### src/regload_pkg.sv
// shared constants and types for the register load block
package regload_pkg;
   localparam int         ADDR_W          = 24;
   localparam int         LOWER_W         = 9;
   localparam int         UPPER_W         = 15;
   localparam logic [1:0] LDSEL_OPA       = 2'h1;
   localparam logic [1:0] LDSEL_OPB       = 2'h3;
   localparam logic [2:0] PLOAD_LOWER     = 3'h1;
   localparam logic [2:0] PLOAD_UPPER     = 3'h5;
   localparam logic [4:0] FL_TIMER_LOAD   = 5'h05;
   localparam logic [5:0] TC_TIMER_CLEAR  = 6'h19;
   localparam logic [4:0] FC_WHO_ARE_YOU  = 5'h1a;
   localparam logic [4:0] FC_REINIT       = 5'h01;
   localparam int         ZB_CMD_PARITY   = 3;
   localparam int         ZB_REINIT       = 1;
   localparam int         PAGE_BIT_512    = 8;
   localparam int         PAGE_BIT_8192   = 12;
   localparam logic [7:0] CONFIG_RESET    = 8'h00;
   localparam logic [23:0] TIMER_RESET    = 24'h000000;
   localparam int         CFG_CMD_PARITY  = 0;
   localparam int         CFG_REINIT      = 1;
   localparam int         CFG_TIMER_EN    = 2;
   localparam int         CFG_PAGE_SEL    = 3;
   localparam int         CFG_UNPART      = 4;
   localparam int         CFG_STEAL       = 5;
   localparam int         CFG_ADDR_PAR    = 6;
   localparam int         CFG_SPARE       = 7;
   localparam logic [1:0] SW_CONFIG       = 2'h0;
   localparam logic [1:0] SW_TIMER        = 2'h1;
   localparam logic [1:0] SW_STATUS       = 2'h2;

   typedef struct packed {
      logic [1:0] load_select_field;
      logic [2:0] proc_load_code;
      logic [4:0] flag_load_field;
      logic [5:0] test_condition;
      logic [2:0] bus_op_field;
      logic       config_load_strobe;
   } step_fields_type;
endpackage
### src/address_config_loader.sv
// operand, procedure address, timer and configuration load logic
//
// Summary of operation
// load-select 01 loads operand register a
// load-select 11 loads operand register b
// operand registers 24 bits from z-bus only
// unpartitioned code one loads all bits
// partitioned code one loads low nine bits
// code five loads upper fifteen and output
// procedure address advances two per word
// byte pointer mirrors procedure address loads
// pointer counts bytes, take bit is units
// flag-load 05 loads accounting timer
// timer increments once per firmware step
// timer zero interrupts, condition 25 clears
// timer counts only while enabled
// eight config bits, two firmware loadable
// config load takes z-bus bits 3, 1
// master clear initialises config outputs
// bus-op field selects tested config bits
// page select picks 512 or 8192 boundary
// unpartitioned carry crosses partition boundary
// command parity generated, checked, bad ignored
// test bits form identification reply low bits
// steal bit makes request low priority
// reinit enable restarts self test on 01
// address parity covers low sixteen bits
// each firmware step is one clock
`timescale 1ns/1ps
module address_config_loader
   import regload_pkg::*;
(
   // clock and reset
   input  wire logic            CLOCK,
   input  wire logic            RST_N,
   // firmware step fields and data
   input  wire step_fields_type STEP,
   input  wire logic [31:0]     Z_BUS,
   input  wire logic            PROC_WORD_RX,
   input  wire logic            PROC_BYTE_TAKE,
   input  wire logic            TAKE_COUNT_LSB,
   // bus side
   input  wire logic [4:0]      BUS_FUNC_CODE,
   input  wire logic            BUS_CYCLE_IN,
   input  wire logic            BUS_CMD_PARITY_IN,
   input  wire logic [7:0]      BUS_CMD_IN,
   input  wire logic [7:0]      BUS_CMD_OUT,
   input  wire logic [15:0]     BUS_ADDR_OUT,
   input  wire logic            HIGH_PRIORITY_SLOT,
   input  wire logic            REQUEST_WANTED,
   // software register port
   input  wire logic [1:0]      SW_ADDR,
   input  wire logic [31:0]     SW_WDATA,
   input  wire logic            SW_WRITE,
   input  wire logic            SW_READ,
   output logic      [31:0]     SW_RDATA,
   // register outputs
   output logic      [23:0]     OPERAND_ADDR_A,
   output logic      [23:0]     OPERAND_ADDR_B,
   output logic      [23:0]     PROC_ADDR,
   output logic      [8:0]      BYTE_POINTER_DBUS,
   output logic                 LOAD_OUTPUT_REG,
   output logic                 PROC_ADDR_OVERFLOW_ERROR,
   output logic                 TIMER_INTERRUPT,
   output logic      [2:0]      CONFIG_TEST_BITS,
   output logic      [7:0]      ID_REPLY,
   // bus control outputs
   output logic                 CMD_PARITY_OUT,
   output logic                 CMD_PARITY_OUT_EN,
   output logic                 BUS_CYCLE_ACCEPT,
   output logic                 ADDR_PARITY_OUT,
   output logic                 ADDR_PARITY_EN,
   output logic                 BUS_REQUEST_OUT,
   output logic                 REQUEST_TIEBREAK_ENABLE,
   output logic                 SELF_TEST_RESTART
);
   logic [23:0] opa_reg;
   logic [23:0] opb_reg;
   logic [23:0] padr_reg;
   logic [23:0] padr_next;
   logic [8:0]  bptr_reg;
   logic [8:0]  bptr_next;
   logic [23:0] timer_reg;
   logic [23:0] timer_next;
   logic        tint_reg;
   logic        ovf_reg;
   logic        outr_reg;
   logic        restart_reg;
   logic [31:0] rdata_reg;
   logic [7:0]  config_bits;
   logic [2:0]  test_bits;

   // decode
   wire logic unpart     = config_bits[CFG_UNPART];
   wire logic load_a     = STEP.load_select_field == LDSEL_OPA;
   wire logic load_b     = STEP.load_select_field == LDSEL_OPB;
   wire logic code_one   = STEP.proc_load_code == PLOAD_LOWER;
   wire logic lower_stb  = code_one;
   wire logic upper_stb  = (code_one && unpart) ||
                           STEP.proc_load_code == PLOAD_UPPER;
   wire logic timer_load = STEP.flag_load_field == FL_TIMER_LOAD;
   wire logic timer_en   = config_bits[CFG_TIMER_EN];
   wire logic timer_clr  = STEP.test_condition == TC_TIMER_CLEAR;
   wire logic sw_cfg_wr  = SW_WRITE && SW_ADDR == SW_CONFIG;
   wire logic sw_tmr_wr  = SW_WRITE && SW_ADDR == SW_TIMER;
   wire logic cmd_par_en = config_bits[CFG_CMD_PARITY];
   wire logic cmd_par_ok = ^{BUS_CMD_IN, BUS_CMD_PARITY_IN} == 1'b0;
   wire logic page_bit   = config_bits[CFG_PAGE_SEL] ?
                           padr_reg[PAGE_BIT_8192] : padr_reg[PAGE_BIT_512];
   wire logic page_bit_n = config_bits[CFG_PAGE_SEL] ?
                           padr_next[PAGE_BIT_8192] :
                           padr_next[PAGE_BIT_512];
   wire logic [8:0]  low_inc = padr_reg[8:0] + 9'h002;
   wire logic        low_cy  = padr_reg[8:0] > 9'h1fd;
   wire logic [14:0] up_inc  = padr_reg[23:9] + {14'h0000, low_cy};

   // procedure address and byte pointer next values
   always_comb begin
      padr_next = padr_reg;
      bptr_next = bptr_reg;
      if (PROC_WORD_RX) begin
         padr_next[8:0] = low_inc;
         if (unpart) begin
            padr_next[23:9] = up_inc;
         end
      end
      if (PROC_BYTE_TAKE) begin
         bptr_next = bptr_reg + 9'h001;
      end
      if (lower_stb) begin
         padr_next[8:0] = Z_BUS[8:0];
         bptr_next      = Z_BUS[8:0];
      end
      if (upper_stb) begin
         padr_next[23:9] = Z_BUS[23:9];
      end
   end

   // accounting timer
   always_comb begin
      timer_next = timer_reg;
      if (timer_en) begin
         timer_next = timer_reg + 24'h000001;
      end
      if (timer_load) begin
         timer_next = Z_BUS[23:0];
      end else if (sw_tmr_wr) begin
         timer_next = SW_WDATA[23:0];
      end
   end

   always_ff @(posedge CLOCK or negedge RST_N) begin
      if (!RST_N) begin
         opa_reg <= 24'h000000;
         opb_reg <= 24'h000000;
      end else begin
         if (load_a) begin
            opa_reg <= Z_BUS[23:0];
         end
         if (load_b) begin
            opb_reg <= Z_BUS[23:0];
         end
      end
   end

   always_ff @(posedge CLOCK or negedge RST_N) begin
      if (!RST_N) begin
         padr_reg <= 24'h000000;
         bptr_reg <= 9'h000;
         ovf_reg  <= 1'b0;
         outr_reg <= 1'b0;
      end else begin
         padr_reg <= padr_next;
         bptr_reg <= bptr_next;
         ovf_reg  <= PROC_WORD_RX && page_bit != page_bit_n;
         outr_reg <= STEP.proc_load_code == PLOAD_UPPER;
      end
   end

   always_ff @(posedge CLOCK or negedge RST_N) begin
      if (!RST_N) begin
         timer_reg <= TIMER_RESET;
         tint_reg  <= 1'b0;
      end else begin
         timer_reg <= timer_next;
         // a fresh zero wins over a same-step clear
         if (timer_en && timer_next == 24'h000000 && !timer_load) begin
            tint_reg <= 1'b1;
         end else if (timer_clr) begin
            tint_reg <= 1'b0;
         end
      end
   end

   // bus side reinitialise detection
   always_ff @(posedge CLOCK or negedge RST_N) begin
      if (!RST_N) begin
         restart_reg <= 1'b0;
      end else begin
         restart_reg <= config_bits[CFG_REINIT] && BUS_CYCLE_ACCEPT &&
                        BUS_FUNC_CODE == FC_REINIT;
      end
   end

   // software read port
   always_ff @(posedge CLOCK or negedge RST_N) begin
      if (!RST_N) begin
         rdata_reg <= 32'h00000000;
      end else if (SW_READ) begin
         unique case (SW_ADDR)
            SW_CONFIG: rdata_reg <= {24'h000000, config_bits};
            SW_TIMER:  rdata_reg <= {8'h00, timer_reg};
            SW_STATUS: rdata_reg <= {29'h00000000, restart_reg, ovf_reg,
                                     tint_reg};
            default:   rdata_reg <= 32'h00000000;
         endcase
      end else begin
         rdata_reg <= 32'h00000000;
      end
   end

   config_control u_config (
      .clock              (CLOCK),
      .rst_n              (RST_N),
      .config_load_strobe (STEP.config_load_strobe),
      .z_bus              (Z_BUS),
      .sw_write           (sw_cfg_wr),
      .sw_data            (SW_WDATA[7:0]),
      .bus_op_field       (STEP.bus_op_field),
      .config_bits        (config_bits),
      .config_test_bits   (test_bits)
   );

   assign SW_RDATA                 = rdata_reg;
   assign OPERAND_ADDR_A           = opa_reg;
   assign OPERAND_ADDR_B           = opb_reg;
   assign PROC_ADDR                = padr_reg;
   assign BYTE_POINTER_DBUS        = {bptr_reg[8:1], TAKE_COUNT_LSB};
   assign LOAD_OUTPUT_REG          = outr_reg;
   assign PROC_ADDR_OVERFLOW_ERROR = ovf_reg;
   assign TIMER_INTERRUPT          = tint_reg;
   assign CONFIG_TEST_BITS         = test_bits;
   assign ID_REPLY = BUS_FUNC_CODE == FC_WHO_ARE_YOU ?
                     {5'h00, test_bits} : 8'h00;
   assign CMD_PARITY_OUT           = ^BUS_CMD_OUT;
   assign CMD_PARITY_OUT_EN        = cmd_par_en;
   assign BUS_CYCLE_ACCEPT = BUS_CYCLE_IN &&
                             (!cmd_par_en || cmd_par_ok);
   assign ADDR_PARITY_OUT          = ^BUS_ADDR_OUT;
   assign ADDR_PARITY_EN           = config_bits[CFG_ADDR_PAR];
   assign BUS_REQUEST_OUT          = REQUEST_WANTED;
   assign REQUEST_TIEBREAK_ENABLE  = REQUEST_WANTED && HIGH_PRIORITY_SLOT &&
                                     !config_bits[CFG_STEAL];
   assign SELF_TEST_RESTART        = restart_reg;

   a_opa_load_z: assert property (@(posedge CLOCK) disable iff (!RST_N)
      load_a |=> OPERAND_ADDR_A == $past(Z_BUS[23:0]))
      else $error("operand a not loaded");
   a_opb_hold_val: assert property (@(posedge CLOCK) disable iff (!RST_N)
      !load_b |=> $stable(OPERAND_ADDR_B))
      else $error("operand b changed without load");
   a_lower_only: assert property (@(posedge CLOCK) disable iff (!RST_N)
      code_one && !unpart && !PROC_WORD_RX |=>
         PROC_ADDR[23:9] == $past(padr_reg[23:9]) &&
         PROC_ADDR[8:0] == $past(Z_BUS[8:0]))
      else $error("partitioned lower load wrong");
   a_upper_load: assert property (@(posedge CLOCK) disable iff (!RST_N)
      STEP.proc_load_code == PLOAD_UPPER |=>
         PROC_ADDR[23:9] == $past(Z_BUS[23:9]) && LOAD_OUTPUT_REG)
      else $error("upper load wrong");
   a_word_adv_two: assert property (@(posedge CLOCK) disable iff (!RST_N)
      PROC_WORD_RX && !lower_stb && !upper_stb |=>
         PROC_ADDR[8:0] == $past(padr_reg[8:0]) + 9'h002)
      else $error("procedure address did not advance by two");
   a_timer_load_z: assert property (@(posedge CLOCK) disable iff (!RST_N)
      timer_load |=> timer_reg == $past(Z_BUS[23:0]))
      else $error("timer not loaded");
   a_timer_count: assert property (@(posedge CLOCK) disable iff (!RST_N)
      !timer_en && !timer_load && !sw_tmr_wr |=> $stable(timer_reg))
      else $error("timer counted while disabled");
   a_tint_clear: assert property (@(posedge CLOCK) disable iff (!RST_N)
      timer_clr && !(timer_en && timer_next == 24'h000000) |=>
         !TIMER_INTERRUPT)
      else $error("interrupt not cleared");
   a_cmd_par_drop: assert property (@(posedge CLOCK) disable iff (!RST_N)
      cmd_par_en && !cmd_par_ok |-> !BUS_CYCLE_ACCEPT)
      else $error("bad command parity accepted");
   a_opa_hold: assert property (@(posedge CLOCK) disable iff (!RST_N)
      !load_a |=>
         $stable(OPERAND_ADDR_A))
      else $error("operand a changed without load");
   a_opb_load: assert property (@(posedge CLOCK) disable iff (!RST_N)
      load_b |=>
         OPERAND_ADDR_B == $past(Z_BUS[23:0]))
      else $error("operand b not loaded");
   a_full_load: assert property (@(posedge CLOCK) disable iff (!RST_N)
      code_one && unpart |=>
         PROC_ADDR == $past(Z_BUS[23:0]))
      else $error("unpartitioned load did not take all bits");
   a_bptr_load: assert property (@(posedge CLOCK) disable iff (!RST_N)
      lower_stb |=>
         bptr_reg == $past(Z_BUS[8:0]))
      else $error("byte pointer not loaded with address");
   a_bptr_take: assert property (@(posedge CLOCK) disable iff (!RST_N)
      PROC_BYTE_TAKE && !lower_stb |=>
         bptr_reg == $past(bptr_reg) + 9'h001)
      else $error("byte pointer did not count a taken byte");
   a_timer_step: assert property (@(posedge CLOCK) disable iff (!RST_N)
      timer_en && !timer_load && !sw_tmr_wr |=>
         timer_reg == $past(timer_reg) + 24'h000001)
      else $error("timer did not count one step");
   a_tint_set: assert property (@(posedge CLOCK) disable iff (!RST_N)
      timer_en && !timer_load && !sw_tmr_wr &&
         timer_reg == 24'hffffff |=> TIMER_INTERRUPT)
      else $error("interrupt not raised at zero");
   a_tint_hold: assert property (@(posedge CLOCK) disable iff (!RST_N)
      TIMER_INTERRUPT && !timer_clr |=>
         TIMER_INTERRUPT)
      else $error("interrupt dropped without clear");
   a_outr_idle: assert property (@(posedge CLOCK) disable iff (!RST_N)
      STEP.proc_load_code != PLOAD_UPPER |=>
         !LOAD_OUTPUT_REG)
      else $error("output register load without code five");
   a_part_carry: assert property (@(posedge CLOCK) disable iff (!RST_N)
      PROC_WORD_RX && !unpart && !upper_stb |=>
         PROC_ADDR[23:9] == $past(padr_reg[23:9]))
      else $error("carry crossed partition boundary");
   a_long_carry: assert property (@(posedge CLOCK) disable iff (!RST_N)
      PROC_WORD_RX && unpart && !lower_stb && !upper_stb |=>
         PROC_ADDR == $past(padr_reg) + 24'h000002)
      else $error("unpartitioned increment wrong");
   a_page_cross: assert property (@(posedge CLOCK) disable iff (!RST_N)
      PROC_WORD_RX && !lower_stb && !upper_stb &&
         !config_bits[CFG_PAGE_SEL] && &padr_reg[7:1] |=>
         PROC_ADDR_OVERFLOW_ERROR)
      else $error("page crossing not flagged");
   a_steal_low: assert property (@(posedge CLOCK) disable iff (!RST_N)
      config_bits[CFG_STEAL] |->
         !REQUEST_TIEBREAK_ENABLE)
      else $error("tiebreak raised while stealing");
   a_reinit_off: assert property (@(posedge CLOCK) disable iff (!RST_N)
      !config_bits[CFG_REINIT] |=>
         !SELF_TEST_RESTART)
      else $error("self test restarted while disabled");
   a_id_reply: assert property (@(posedge CLOCK) disable iff (!RST_N)
      BUS_FUNC_CODE == FC_WHO_ARE_YOU |->
         ID_REPLY == {5'h00, CONFIG_TEST_BITS})
      else $error("identification reply wrong");
   a_par_off_ok: assert property (@(posedge CLOCK) disable iff (!RST_N)
      !cmd_par_en && BUS_CYCLE_IN |->
         BUS_CYCLE_ACCEPT)
      else $error("cycle refused with parity disabled");
endmodule

### src/config_control.sv
// eight-bit configuration register with firmware load and test select
`timescale 1ns/1ps
module config_control
   import regload_pkg::*;
(
   // clock and reset
   input  wire logic        clock,
   input  wire logic        rst_n,
   // loads
   input  wire logic        config_load_strobe,
   input  wire logic [31:0] z_bus,
   input  wire logic        sw_write,
   input  wire logic [7:0]  sw_data,
   input  wire logic [2:0]  bus_op_field,
   // outputs
   output logic      [7:0]  config_bits,
   output logic      [2:0]  config_test_bits
);
   logic [7:0] config_reg;
   logic [7:0] config_next;
   logic [7:0] sel_word;

   // firmware alters only two bits; software may preset all
   always_comb begin
      config_next = config_reg;
      if (sw_write) begin
         config_next = sw_data;
      end
      if (config_load_strobe) begin
         config_next[CFG_CMD_PARITY] = z_bus[ZB_CMD_PARITY];
         config_next[CFG_REINIT]     = z_bus[ZB_REINIT];
      end
   end

   always_ff @(posedge clock or negedge rst_n) begin
      if (!rst_n) begin
         config_reg <= CONFIG_RESET;
      end else begin
         config_reg <= config_next;
      end
   end

   assign config_bits = config_reg;
   // bus op field picks the group shown on the test conditions
   assign sel_word = config_reg >> {bus_op_field[1:0], 1'b0} >> bus_op_field[1:0];
   assign config_test_bits = sel_word[2:0];

   a_cfg_load_bits: assert property (@(posedge clock) disable iff (!rst_n)
      config_load_strobe |=> config_reg[CFG_CMD_PARITY] ==
         $past(z_bus[ZB_CMD_PARITY]) && config_reg[CFG_REINIT] ==
         $past(z_bus[ZB_REINIT]))
      else $error("config load did not take z bus bits");
endmodule

### config.mk
export PLATFORM = sky130hd
export DESIGN_NAME = address_config_loader
export DESIGN_NICKNAME = d
export VERILOG_FILES = /design/src/regload_pkg.sv /design/src/address_config_loader.sv /design/src/config_control.sv
export SDC_FILE = /design/constraint.sdc
export NUM_CORES = 1
export LEC_CHECK = 0
export BUFFER_PORTS_ARGS = -buffer_cell sky130_fd_sc_hd__buf_4
export CELL_PAD_IN_SITES_DETAIL_PLACEMENT = 1
export CELL_PAD_IN_SITES_GLOBAL_PLACEMENT = 1
export CORE_MARGIN = 1.5
export CORE_UTILIZATION = 37
export CTS_CLUSTER_SIZE = 12
export DETAILED_ROUTE_END_ITERATION = 8
export PLACE_DENSITY_LB_ADDON = 0.15
export SYNTH_ARGS = -nofsm -noshare
export SYNTH_HDL_FRONTEND = slang
export SYNTH_SLANG_ARGS = --single-unit
export TNS_END_PERCENT = 30
### constraint.sdc
create_clock -name CLOCK -period 3.1 [get_ports CLOCK]
set_clock_uncertainty 0.2 [all_clocks]
set_input_delay 0 -clock CLOCK [delete_from_list [all_inputs] [get_ports CLOCK]]
set_output_delay 0 -clock CLOCK [all_outputs]
set_load 0.01 [all_outputs]
Word-level counts from Yosys, hierarchy flattened
Cells that the tools add are included.
{ "op_classes": {"n_addsub": 4, "n_lt_le_gt_ge": 1, "n_eq_ne": 11, "shifts": 2, "n_mux": 18, "n_bitwise": 1, "n_reduce_logical": 28} }
{ "ops": {"columns": ["op", "count"], "rows": [
  ["two-way mux 24 bit", 4],
  ["case mux 24 bit (3 select lines)", 1],
  ["two-way mux 32 bit", 1],
  ["two-way mux 15 bit", 2],
  ["two-way mux 9 bit", 3],
  ["adder 24 x 1 -> 24 bit (second input constant)", 1],
  ["logical NOT 24 bit", 1],
  ["parity 16 bit", 1],
  ["adder 15 x 1 -> 15 bit", 1],
  ["nonzero test 2 bit", 6],
  ["logical AND 1 bit", 11],
  ["adder 9 x 1 -> 9 bit (second input constant)", 1],
  ["adder 9 x 2 -> 9 bit (second input constant)", 1],
  ["greater-than comparator 9 bit (second input constant)", 1],
  ["parity 9 bit", 1],
  ["parity 8 bit", 1],
  [">> shifter 8 x 2 -> 3 bit", 1],
  [">> shifter 8 x 3 -> 8 bit", 1],
  ["equality test 6 x 5 -> 1 bit (second input constant)", 1],
  ["equality test 5 x 1 -> 1 bit (second input constant)", 1],
  ["equality test 5 x 3 -> 1 bit (second input constant)", 1],
  ["equality test 5 bit (second input constant)", 1],
  ["equality test 2 x 1 -> 1 bit (second input constant)", 2],
  ["equality test 2 bit (second input constant)", 2],
  ["11 further kinds", 18]
]} }
{ "word_totals": {"reg_bits": 149, "inputBits": 134, "wordCells": 79} }

Logic depth before layout (Yosys ltp)
Gate-level depths: netlist (run 1).
{ "logic_depth": {"word_depth": 8, "mapped_depth": 13, "ltp_nobuf": 13} }

By module
A second synthesis (run 1) with hierarchy kept.
{ "unflattened": {"cells_unflattened": 692, "hier_area_um2": 7254.5} }
{ "modules_own_cells": {"columns": ["mod", "n_inst", "cells_each", "area_each_um2", "seq_area_each_um2"], "rows": [
  ["address_config_loader", 1, 663, 6881.6, 3328.2],
  ["config_control", 1, 29, 372.9, 200.2]
]} }

Worst setup path after synthesis (run 1)
OpenSTA, ideal clock, no wires.
{ "synth_path": {"kind": "reg2reg", "startpoint": "register padr_reg[1] (netlist: PROC_ADDR[1])", "endpoint": "register padr_reg[21] (netlist: PROC_ADDR[21])", "setup_time_ns": 0.126, "t_arrival_ns": 2.441, "t_required_ns": 2.774, "slack_ns": 0.333, "stages_incl_launch_ff": 13, "n_path_buf": 0, "synth_period_minus_slack_ns": 2.767, "path_cell_list": "dfrtp_1 > inv_1 > ha_1 > a21oi_1 > or3_1 > a31oi_1 > ha_1 > ha_1 > nand4_1 > nor3_1 > and3_1 > o21ai_0 > a221o_1"} }
{ "synth_between": {"elab_chain_cells": 5} }
{ "synth_lines": {"columns": ["item", "line", "rtl"], "rows": [
  ["start, declared", "address_config_loader.sv:79", "logic [23:0] padr_reg;"],
  ["start signal, assigned", "address_config_loader.sv:173", "padr_reg <= padr_next;"],
  ["greater-than comparator 9 bit", "address_config_loader.sv:114", "wire logic low_cy = padr_reg[8:0] > 9'h1fd;"],
  ["adder 15 x 1 -> 15 bit", "address_config_loader.sv:115", "wire logic [14:0] up_inc = padr_reg[23:9] + {14'h0000, low_cy};"],
  ["two-way mux 15 bit", "address_config_loader.sv:123", "if (unpart) begin"],
  ["two-way mux 24 bit", "address_config_loader.sv:121", "if (PROC_WORD_RX) begin"],
  ["two-way mux 15 bit", "address_config_loader.sv:134", "if (upper_stb) begin"]
]} }
Every way passes these cells. The select of a mux whose other input is x is not followed.
A chain may end at the register's enable or synchronous reset.

Final worst setup path (run 1)
{ "layout_path": {"startpoint": "register padr_reg[1] (netlist: PROC_ADDR[1])", "endpoint": "register padr_reg[23] (netlist: PROC_ADDR[23])"} }
Same word-level chain as after synthesis.

==> results of run 1 <==
## logic make-up after synthesis
logic type / count (synthesis) / synth area share (%)
AOI/OAI and AO/OA: 121 / 10.6
and+or+nand+nor: 240 / 17.1
buffers and inverters: 67 / 5.08
adders and majority gates: 6 / 1.03
muxes: 69 / 10.4
xor gates and xnor gates: 63 / 7.55
DFF: 141 / 48.3
other: 1 / 0.0513
## through the flow
stage	total power (W)	setup slack, ns
floorplan	0.00368	0.333
global placement	0.00453	0.151
detailed placement	0.00462	-0.0241
CTS	0.00696	0.00349
global route	0.00733	-0.0390
finish	0.00700	0.107
## power by group through the flow
stage / Combinational (W) / Clock (W) / Sequential (W)
global placement: 0.00187 / 0 / 0.00266
CTS: 0.00206 / 0.00222 / 0.00267
global route: 0.00230 / 0.00228 / 0.00275
detailed placement: 0.00193 / 0 / 0.00269
floorplan: 0.00104 / 0 / 0.00264
finish: 0.00211 / 0.00218 / 0.00270
## layer usage
metal	part of all wire, %	track usage (%)	vias up	wire length [um]
met5	0	0	-	0
met4	1.5	8.11	0	405
met3	5.6	4.63	31	1460
met2	52	46.6	216	13500
met1	41	31.8	3418	10800
li1	-	-	3109	-
## area by class of cell
class | instances | share of cell area (%)
multi-input cells | 512 | 32.6
flip-flops and latches | 141 | 32.5
repair buffers | 342 | 25.6
clock buffers | 20 | 4.20
well taps | 265 | 3.05
clock inverters | 11 | 1.53
inverters | 13 | 0.449
diodes | 1 | 0.0230
## final timing paths
check	start	to	slack [ns]	cells after the start
max	PROC_ADDR[1]	PROC_ADDR[23]	0.11	13
min	RST_N	SELF_TEST_RESTART	0.03	2
max in group asynchronous	RST_N	OPERAND_ADDR_B[19]	1.88	3
min reg2reg	OPERAND_ADDR_B[18]	OPERAND_ADDR_B[18]	0.29	2
max reg2reg	PROC_ADDR[1]	PROC_ADDR[23]	0.11	13
min in group CLOCK	SW_WRITE	u_config.config_bits[7]	0.08	4
## cells in the mapped netlist (all sizes together), types with 15 or more instances
cell,number
nand2,64
mux2,53
nor2,52
nand3,23
xnor2,40
o21ai,46
and2,17
nand4,17
a21oi,26
mux2i,16
nor3,15
xor2,23
dfrtp,141
buf,33
clkbuf,21
## timing repair
action                                 CTS  global route
endpoints found under the hold margin  219             0
gates resized for setup                  4            20
pin swaps                                0             6
hold buffers                            80             0
setup endpoints to repair                2             9
buffers inserted                         0             8
==> out/qor_table.md, run 1 <==
| Result | Reported | Unit |
| --- | --- | --- |
| Number of antenna violations at the first check in global routing | 0 | - |
| Number of storage elements in the synthesis netlist | 141 | - |
| Average routed wire per standard cell | 20.1 | um |
| Vias in the first global route | 7496 | - |
| Global-route usage over all layers | 26.0 | % |
| Portion of total power attributed to sequential cells | 38.6 | % |
| Die boundary height | 144 | um |
| Critical path's slowest cell | sky130_fd_sc_hd__dfrtp_2 | - |
| Min-Delay Path Class | input pin to async pin | - |
| Total placed instance area | 9290 | um2 |
| Cell family contributing the most delay on the critical path | simple AND/OR/NAND/NOR gates | - |
| Sum of routed wire length over all layers | 26200 | um |
| Run status | finished, final reports clean | - |
| Number of clock sinks seen by CTS | 141 | - |
| Non-filler instance count after layout | 1305 | - |
| Worst-Margin Slew | 0.869 | ns |
| Total number of vias | 6774 | - |
| Cells after DPL | 1185 | - |
| Crit path buf inv count | 2 | - |
| Crit path time final | 2.99 | ns |
| Worst slew margin relative to its limit | 42.0 | % |
| Setup TNS after final layout | 0 | ns |
| Initial DRC count | 389 | - |
| Clock buffer count from CTS | 17 | - |
| Core region area | 19400 | um2 |
| Ports placed on the boundary | 269 | - |
| Number of hold-slack violations in the final timing report | 0 | - |
| Leak Pwr | 4.91 | nW |
| Global-route wire length before repair | 41000 | um |
| Drt first pass iters | 5 | - |
| RSZ-0062 raised after global routing | true | - |
| Number of distinct library cells after synthesis | 60 | - |
| Count of synthesis-stage warnings from yosys | 0 | - |
| Proportion of layout cells with a drive suffix above 1 | 36.2 | % |
| Portion of synthesized cell area occupied by the leading cell type | 48.3 | % |
| Worst Path Class, Setup | flip-flop to flip-flop | - |
| Largest stage delay, worst path | 0.44 | ns |
| DIE AREA | 20600 | um2 |
| Synth area leaders | sky130_fd_sc_hd__dfrtp_1, sky130_fd_sc_hd__mux2_2, sky130_fd_sc_hd__xnor2_1 | - |
| Reported max-cap violation count | 0 | - |
| Clock tree from TritonCTS | built | - |
| FP Rows | 51 | - |
| Final Util | 56.0 | % |
| Final number of max-transition violations | 0 | - |
| Syn-to-layout area delta | 48.6 | % |
| Count of final setup violators | 0 | - |
| Cells after synthesis | 708 | - |
| Fill cells | 2179 | - |
| Number of nets in the finished design | 1167 | - |
| DRC errors left | 0 | - |
| Prevailing post-synth register cell | sky130_fd_sc_hd__dfrtp_1 | - |
| Fraction of registers with async set/reset | 100 | % |
| Worst IR drop on VDD | 0.399 | mV |
| Root buffer cell | sky130_fd_sc_hd__clkbuf_16 | - |
| Detailed Place HPWL | 18500 | um |
| Final worst path period share | 96.6 | % |
| CP Max Fanout | 5 | - |
| Starting utilization of the core area | 37.7 | % |
| Net switching component of the power | 0.00229 | W |
| Most common cell after layout, fill and taps aside | sky130_fd_sc_hd__buf_4 | - |
| Syn avg cell area | 10.3 | um2 |
| Share of total power in combinational logic | 30.2 | % |
| Number of buffer cells added on primary ports | 236 | - |
| Register area | 3530 | um2 |
| Power per cell area | 644 | nW/um2 |
| Max Fclk | 0.334 | GHz |
| Endpoint type of the worst setup path | flip-flop | - |
| Clock latency of the later-clocked register in the worst-skew pair | 0.42 | ns |
| Maximum level of the CTS H-tree | 4 | - |
| Final std cell area, no fill | 10900 | um2 |
| Synthesized area | 7310 | um2 |
| Data required, critical path | 3.21 | ns |
| Total area of multi-input combinational cells | 3540 | um2 |
| Cell taking the most area after synthesis | sky130_fd_sc_hd__dfrtp_1 | - |
| Post-detailed-route count of antenna-violating nets | 0 | - |
| EDFF count, synth | 0 | - |
| Final weighted congestion of routability-driven global placement | 0.858 | - |
| Vias/cell | 5.19 | - |
| Design internal power | 0.00471 | W |
| Maximum buffer depth of the clock tree | 2 | - |
| Commonest cells after routing, fill and taps aside | sky130_fd_sc_hd__buf_4, sky130_fd_sc_hd__dfrtp_1, sky130_fd_sc_hd__dlygate4sd3_1, sky130_fd_sc_hd__nand2_1, sky130_fd_sc_hd__mux2_2 | - |
| Worst hold slack after final layout | 0.0315 | ns |
| Arrival time worst endpoint | 3.10 | ns |
| Crit path launch type | flip-flop | - |
| Largest net degree at the start of global routing | 89 | - |
| Switching Share | 32.8 | % |
| CP Cell Sequence | inv_2 > ha_1 > a21oi_1 > or3_1 > a31oi_2 > ha_2 > ha_4 > nand4_1 > nor3_2 > and3_4 > buf_4 > nand3_1 > o311ai_2 | - |
| Die outline width | 144 | um |
| Fraction of the yosys area taken by sequential cells | 48.3 | % |
| Clock Pin Slew Worst Setup and Hold Paths | 0.06 | ns |
| Aggregate global routing overflow | 0 | - |
| Clock network power share | 31.2 | % |
Power figures use the tool's default switching activity.
==> inputs of run 2 (changes only) <==
--- a/config.mk
+++ b/config.mk
@@ -5,13 +5,14 @@
 export SDC_FILE = /design/constraint.sdc
 export NUM_CORES = 1
 export LEC_CHECK = 0
-export BUFFER_PORTS_ARGS = -buffer_cell sky130_fd_sc_hd__buf_4
+export CAP_MARGIN = 15
 export CELL_PAD_IN_SITES_DETAIL_PLACEMENT = 1
 export CELL_PAD_IN_SITES_GLOBAL_PLACEMENT = 1
 export CORE_MARGIN = 1.5
-export CORE_UTILIZATION = 37
+export CORE_UTILIZATION = 48
 export CTS_CLUSTER_SIZE = 12
 export DETAILED_ROUTE_END_ITERATION = 8
+export DONT_BUFFER_PORTS = 1
 export PLACE_DENSITY_LB_ADDON = 0.15
 export SYNTH_ARGS = -nofsm -noshare
 export SYNTH_HDL_FRONTEND = slang
==> out/qor_table.md, run 2 (synthesized netlist as in run 1, its figures left out) <==
| Result | Reported | Unit | Delta |
| --- | --- | --- | --- |
| Vias/cell | 6.05 | - | +17% |
| Number of nets in the finished design | 983 | - | -16% |
| Final number of max-transition violations | 0 | - | unchanged |
| Average routed wire per standard cell | 24.6 | um | +22% |
| Global-route wire length before repair | 38100 | um | -7.1% |
| Arrival time worst endpoint | 3.12 | ns | +0.02 ns |
| Post-detailed-route count of antenna-violating nets | 0 | - | unchanged |
| Core region area | 14700 | um2 | -24% |
| DRC errors left | 0 | - | unchanged |
| Count of final setup violators | 0 | - | unchanged |
| Global-route usage over all layers | 31.3 | % | +5.3 points |
| Fill cells | 1549 | - | -29% |
| Largest stage delay, worst path | 0.45 | ns | about the same |
| Commonest cells after routing, fill and taps aside | sky130_fd_sc_hd__dfrtp_1, sky130_fd_sc_hd__dlygate4sd3_1, sky130_fd_sc_hd__nand2_1, sky130_fd_sc_hd__mux2_2, sky130_fd_sc_hd__nor2_1 | - |  |
| Worst IR drop on VDD | 0.519 | mV | +30% |
| Run status | complete, but fails checks | - |  |
| Number of antenna violations at the first check in global routing | 4 | - | +4 |
| CP Max Fanout | 5 | - | unchanged |
| Data required, critical path | 3.18 | ns | -0.03 ns |
| Clock buffer count from CTS | 17 | - | unchanged |
| Largest net degree at the start of global routing | 142 | - | +60% |
| Most common cell after layout, fill and taps aside | sky130_fd_sc_hd__dfrtp_1 | - |  |
| Maximum buffer depth of the clock tree | 2 | - | unchanged |
| Maximum level of the CTS H-tree | 4 | - | unchanged |
| Root buffer cell | sky130_fd_sc_hd__clkbuf_16 | - |  |
| Number of buffer cells added on primary ports | 0 | - | -100% |
| Ports placed on the boundary | 269 | - | unchanged |
| Path depth of the worst reg2reg path | 13 | - | unchanged |
| Clock Pin Slew Worst Setup and Hold Paths | 0.06 | ns | about the same |
| Setup slack of the worst register-to-register path | 0.06 | ns | -0.04 ns |
| Critical path's slowest cell | sky130_fd_sc_hd__dfrtp_2 | - |  |
| Reg2Reg Launch Point | PROC_ADDR[1] | - |  |
| Failing checks | hold timing | - |  |
| Die boundary height | 126 | um | -12% |
| Leak Pwr | 3.95 | nW | -20% |
| Sum of routed wire length over all layers | 25600 | um | -2.1% |
| Die outline width | 126 | um | -12% |
| Most frequent CP cell | sky130_fd_sc_hd__and3_1 | - |  |
| Number of clock sinks seen by CTS | 141 | - | unchanged |
| Endpoint of the worst register-to-register path | PROC_ADDR[22] | - |  |
| Initial DRC count | 398 | - | +2.3% |
| Worst-Margin Slew | 0.819 | ns | -0.0504 ns |
| CP Cell Sequence | inv_2 > ha_1 > a21oi_1 > or3_1 > a31oi_2 > ha_2 > and3_1 > and3_1 > nand2_1 > nor3_2 > nand3_1 > xor2_1 > o221ai_2 | - |  |
| Power per cell area | 698 | nW/um2 | +8.4% |
| Worst hold slack after final layout | -0.938 | ns | -0.970 ns |
| Drt first pass iters | 5 | - | unchanged |
| Cells after DPL | 878 | - | -26% |
| Final worst path period share | 98.0 | % | +1.4 points |
| Starting utilization of the core area | 49.7 | % | +12 points |
| Detailed Place HPWL | 15800 | um | -15% |
| Clock tree from TritonCTS | built | - |  |
| Crit path launch type | flip-flop | - |  |
| Max Fclk | 0.329 | GHz | -1.4% |
| Worst Path Class, Setup | flip-flop to flip-flop | - |  |
| Final std cell area, no fill | 9430 | um2 | -13% |
| Endpoint type of the worst setup path | flip-flop | - |  |
| DIE AREA | 16000 | um2 | -22% |
| Final weighted congestion of routability-driven global placement | 0.890 | - | +3.7% |
| Worst slew margin relative to its limit | 45.4 | % | +3.4 points |
| Clock latency of the later-clocked register in the worst-skew pair | 0.43 | ns | about the same |
| RSZ-0062 raised after global routing | true | - |  |
| FP Rows | 44 | - | -14% |
| Proportion of layout cells with a drive suffix above 1 | 16.8 | % | -19 points |
| Vias in the first global route | 6604 | - | -12% |
| Total placed instance area | 7480 | um2 | -20% |
| Number of hold-slack violations in the final timing report | 141 | - | +141 |
| Min-Delay Path Class | input pin to async pin | - |  |
| Final Util | 64.2 | % | +8.2 points |
| Syn-to-layout area delta | 29.0 | % |  |
| Non-filler instance count after layout | 1043 | - | -20% |
| Total number of vias | 6312 | - | -6.8% |
| Reported max-cap violation count | 0 | - | unchanged |
| Crit path time final | 3.04 | ns | +0.0434 ns |
| Aggregate global routing overflow | 0 | - | unchanged |
[run 2: changes by cell type in the layout (fill, tap and decap cells not counted), sizes merged]
cell / previous run / this run
buf: 262 / 37
bufinv: 4 / 2
clkbuf: 20 / 25
clkinv: 4 / 2
clkinvlp: 3 / 2
diode: 1 / 4
dlygate4sd3: 80 / 121
[run 2: how the worst max path moves through the flow]
stage	endpoint	slack, ns	cells after the start	start
after detailed placement	PROC_ADDR[23]	-0.008	13	PROC_ADDR[1]
after CTS	PROC_ADDR[23]	-0.03	13	PROC_ADDR[1]
after floorplan	PROC_ADDR[21]	0.33	12	PROC_ADDR[1]
after global placement	PROC_ADDR[21]	0.08	12	PROC_ADDR[1]
final	PROC_ADDR[22]	0.06	13	PROC_ADDR[1]
after global routing	PROC_ADDR[21]	-0.09	12	PROC_ADDR[1]
[run 2: layout make-up]
cell class	instances	area, um2	area share [%]
sequential	141	3530	37.5
multi-input combinational	512	3530	37.4
timing repair buffer	158	1510	16.0
clock buffer	25	485	5.15
tap	184	230	2.44
clock inverter	6	85.1	0.902
inverter	13	48.8	0.517
antenna	4	10.0	0.106
[run 2: where the power goes]
group	switching (W)	leakage, nW	internal, W	total (W)
Sequential	0.000586	1.71	0.00222	0.00280
Clock	0.000783	0.273	0.00124	0.00202
Combinational	0.000857	1.97	0.000900	0.00176
Total	0.00223	3.95	0.00436	0.00658
[run 2: worst max-delay path: cells and delay by family, from the launching register on]
kind	cells	cell delay, ns
AOI/OAI and AO/OA	3	0.38
xor gates and xnor gates	1	0.22
adders and majority gates	2	0.39
buffers and inverters	1	0.07
DFF	1	0.45
and+or+nand+nor	6	1.17
[run 2: per-layer routing]
layer | vias up | wire (um) | global-route usage (%)
met1 | 3235 | 10100 | 38.0
met3 | 53 | 1880 | 8.44
met5 | - | 0 | 0
li1 | 2749 | - | -
met4 | 0 | 593 | 11.2
met2 | 275 | 13100 | 53.8
[run 2: timing repair]
action,4_1_cts,5_1_grt
resized for setup,2,21
hold buffers,116,5
pin swaps,0,4
endpoints found under the setup margin,3,10
buffers inserted,0,8
endpoints found under the hold margin,292,149
[run 2: stage by stage]
step                      setup TNS [ns]  total power, W  hold WS (ns)  setup WS (ns)
after floorplan                        0         0.00368        -0.496          0.333
final                                  0         0.00658        -0.938         0.0632
after detailed placement        -0.00826         0.00407        -0.491       -0.00826
after CTS                        -0.0300         0.00638        -0.940        -0.0300
after global placement                 0         0.00397        -0.492         0.0850
after global routing              -0.314         0.00683        -0.945        -0.0865
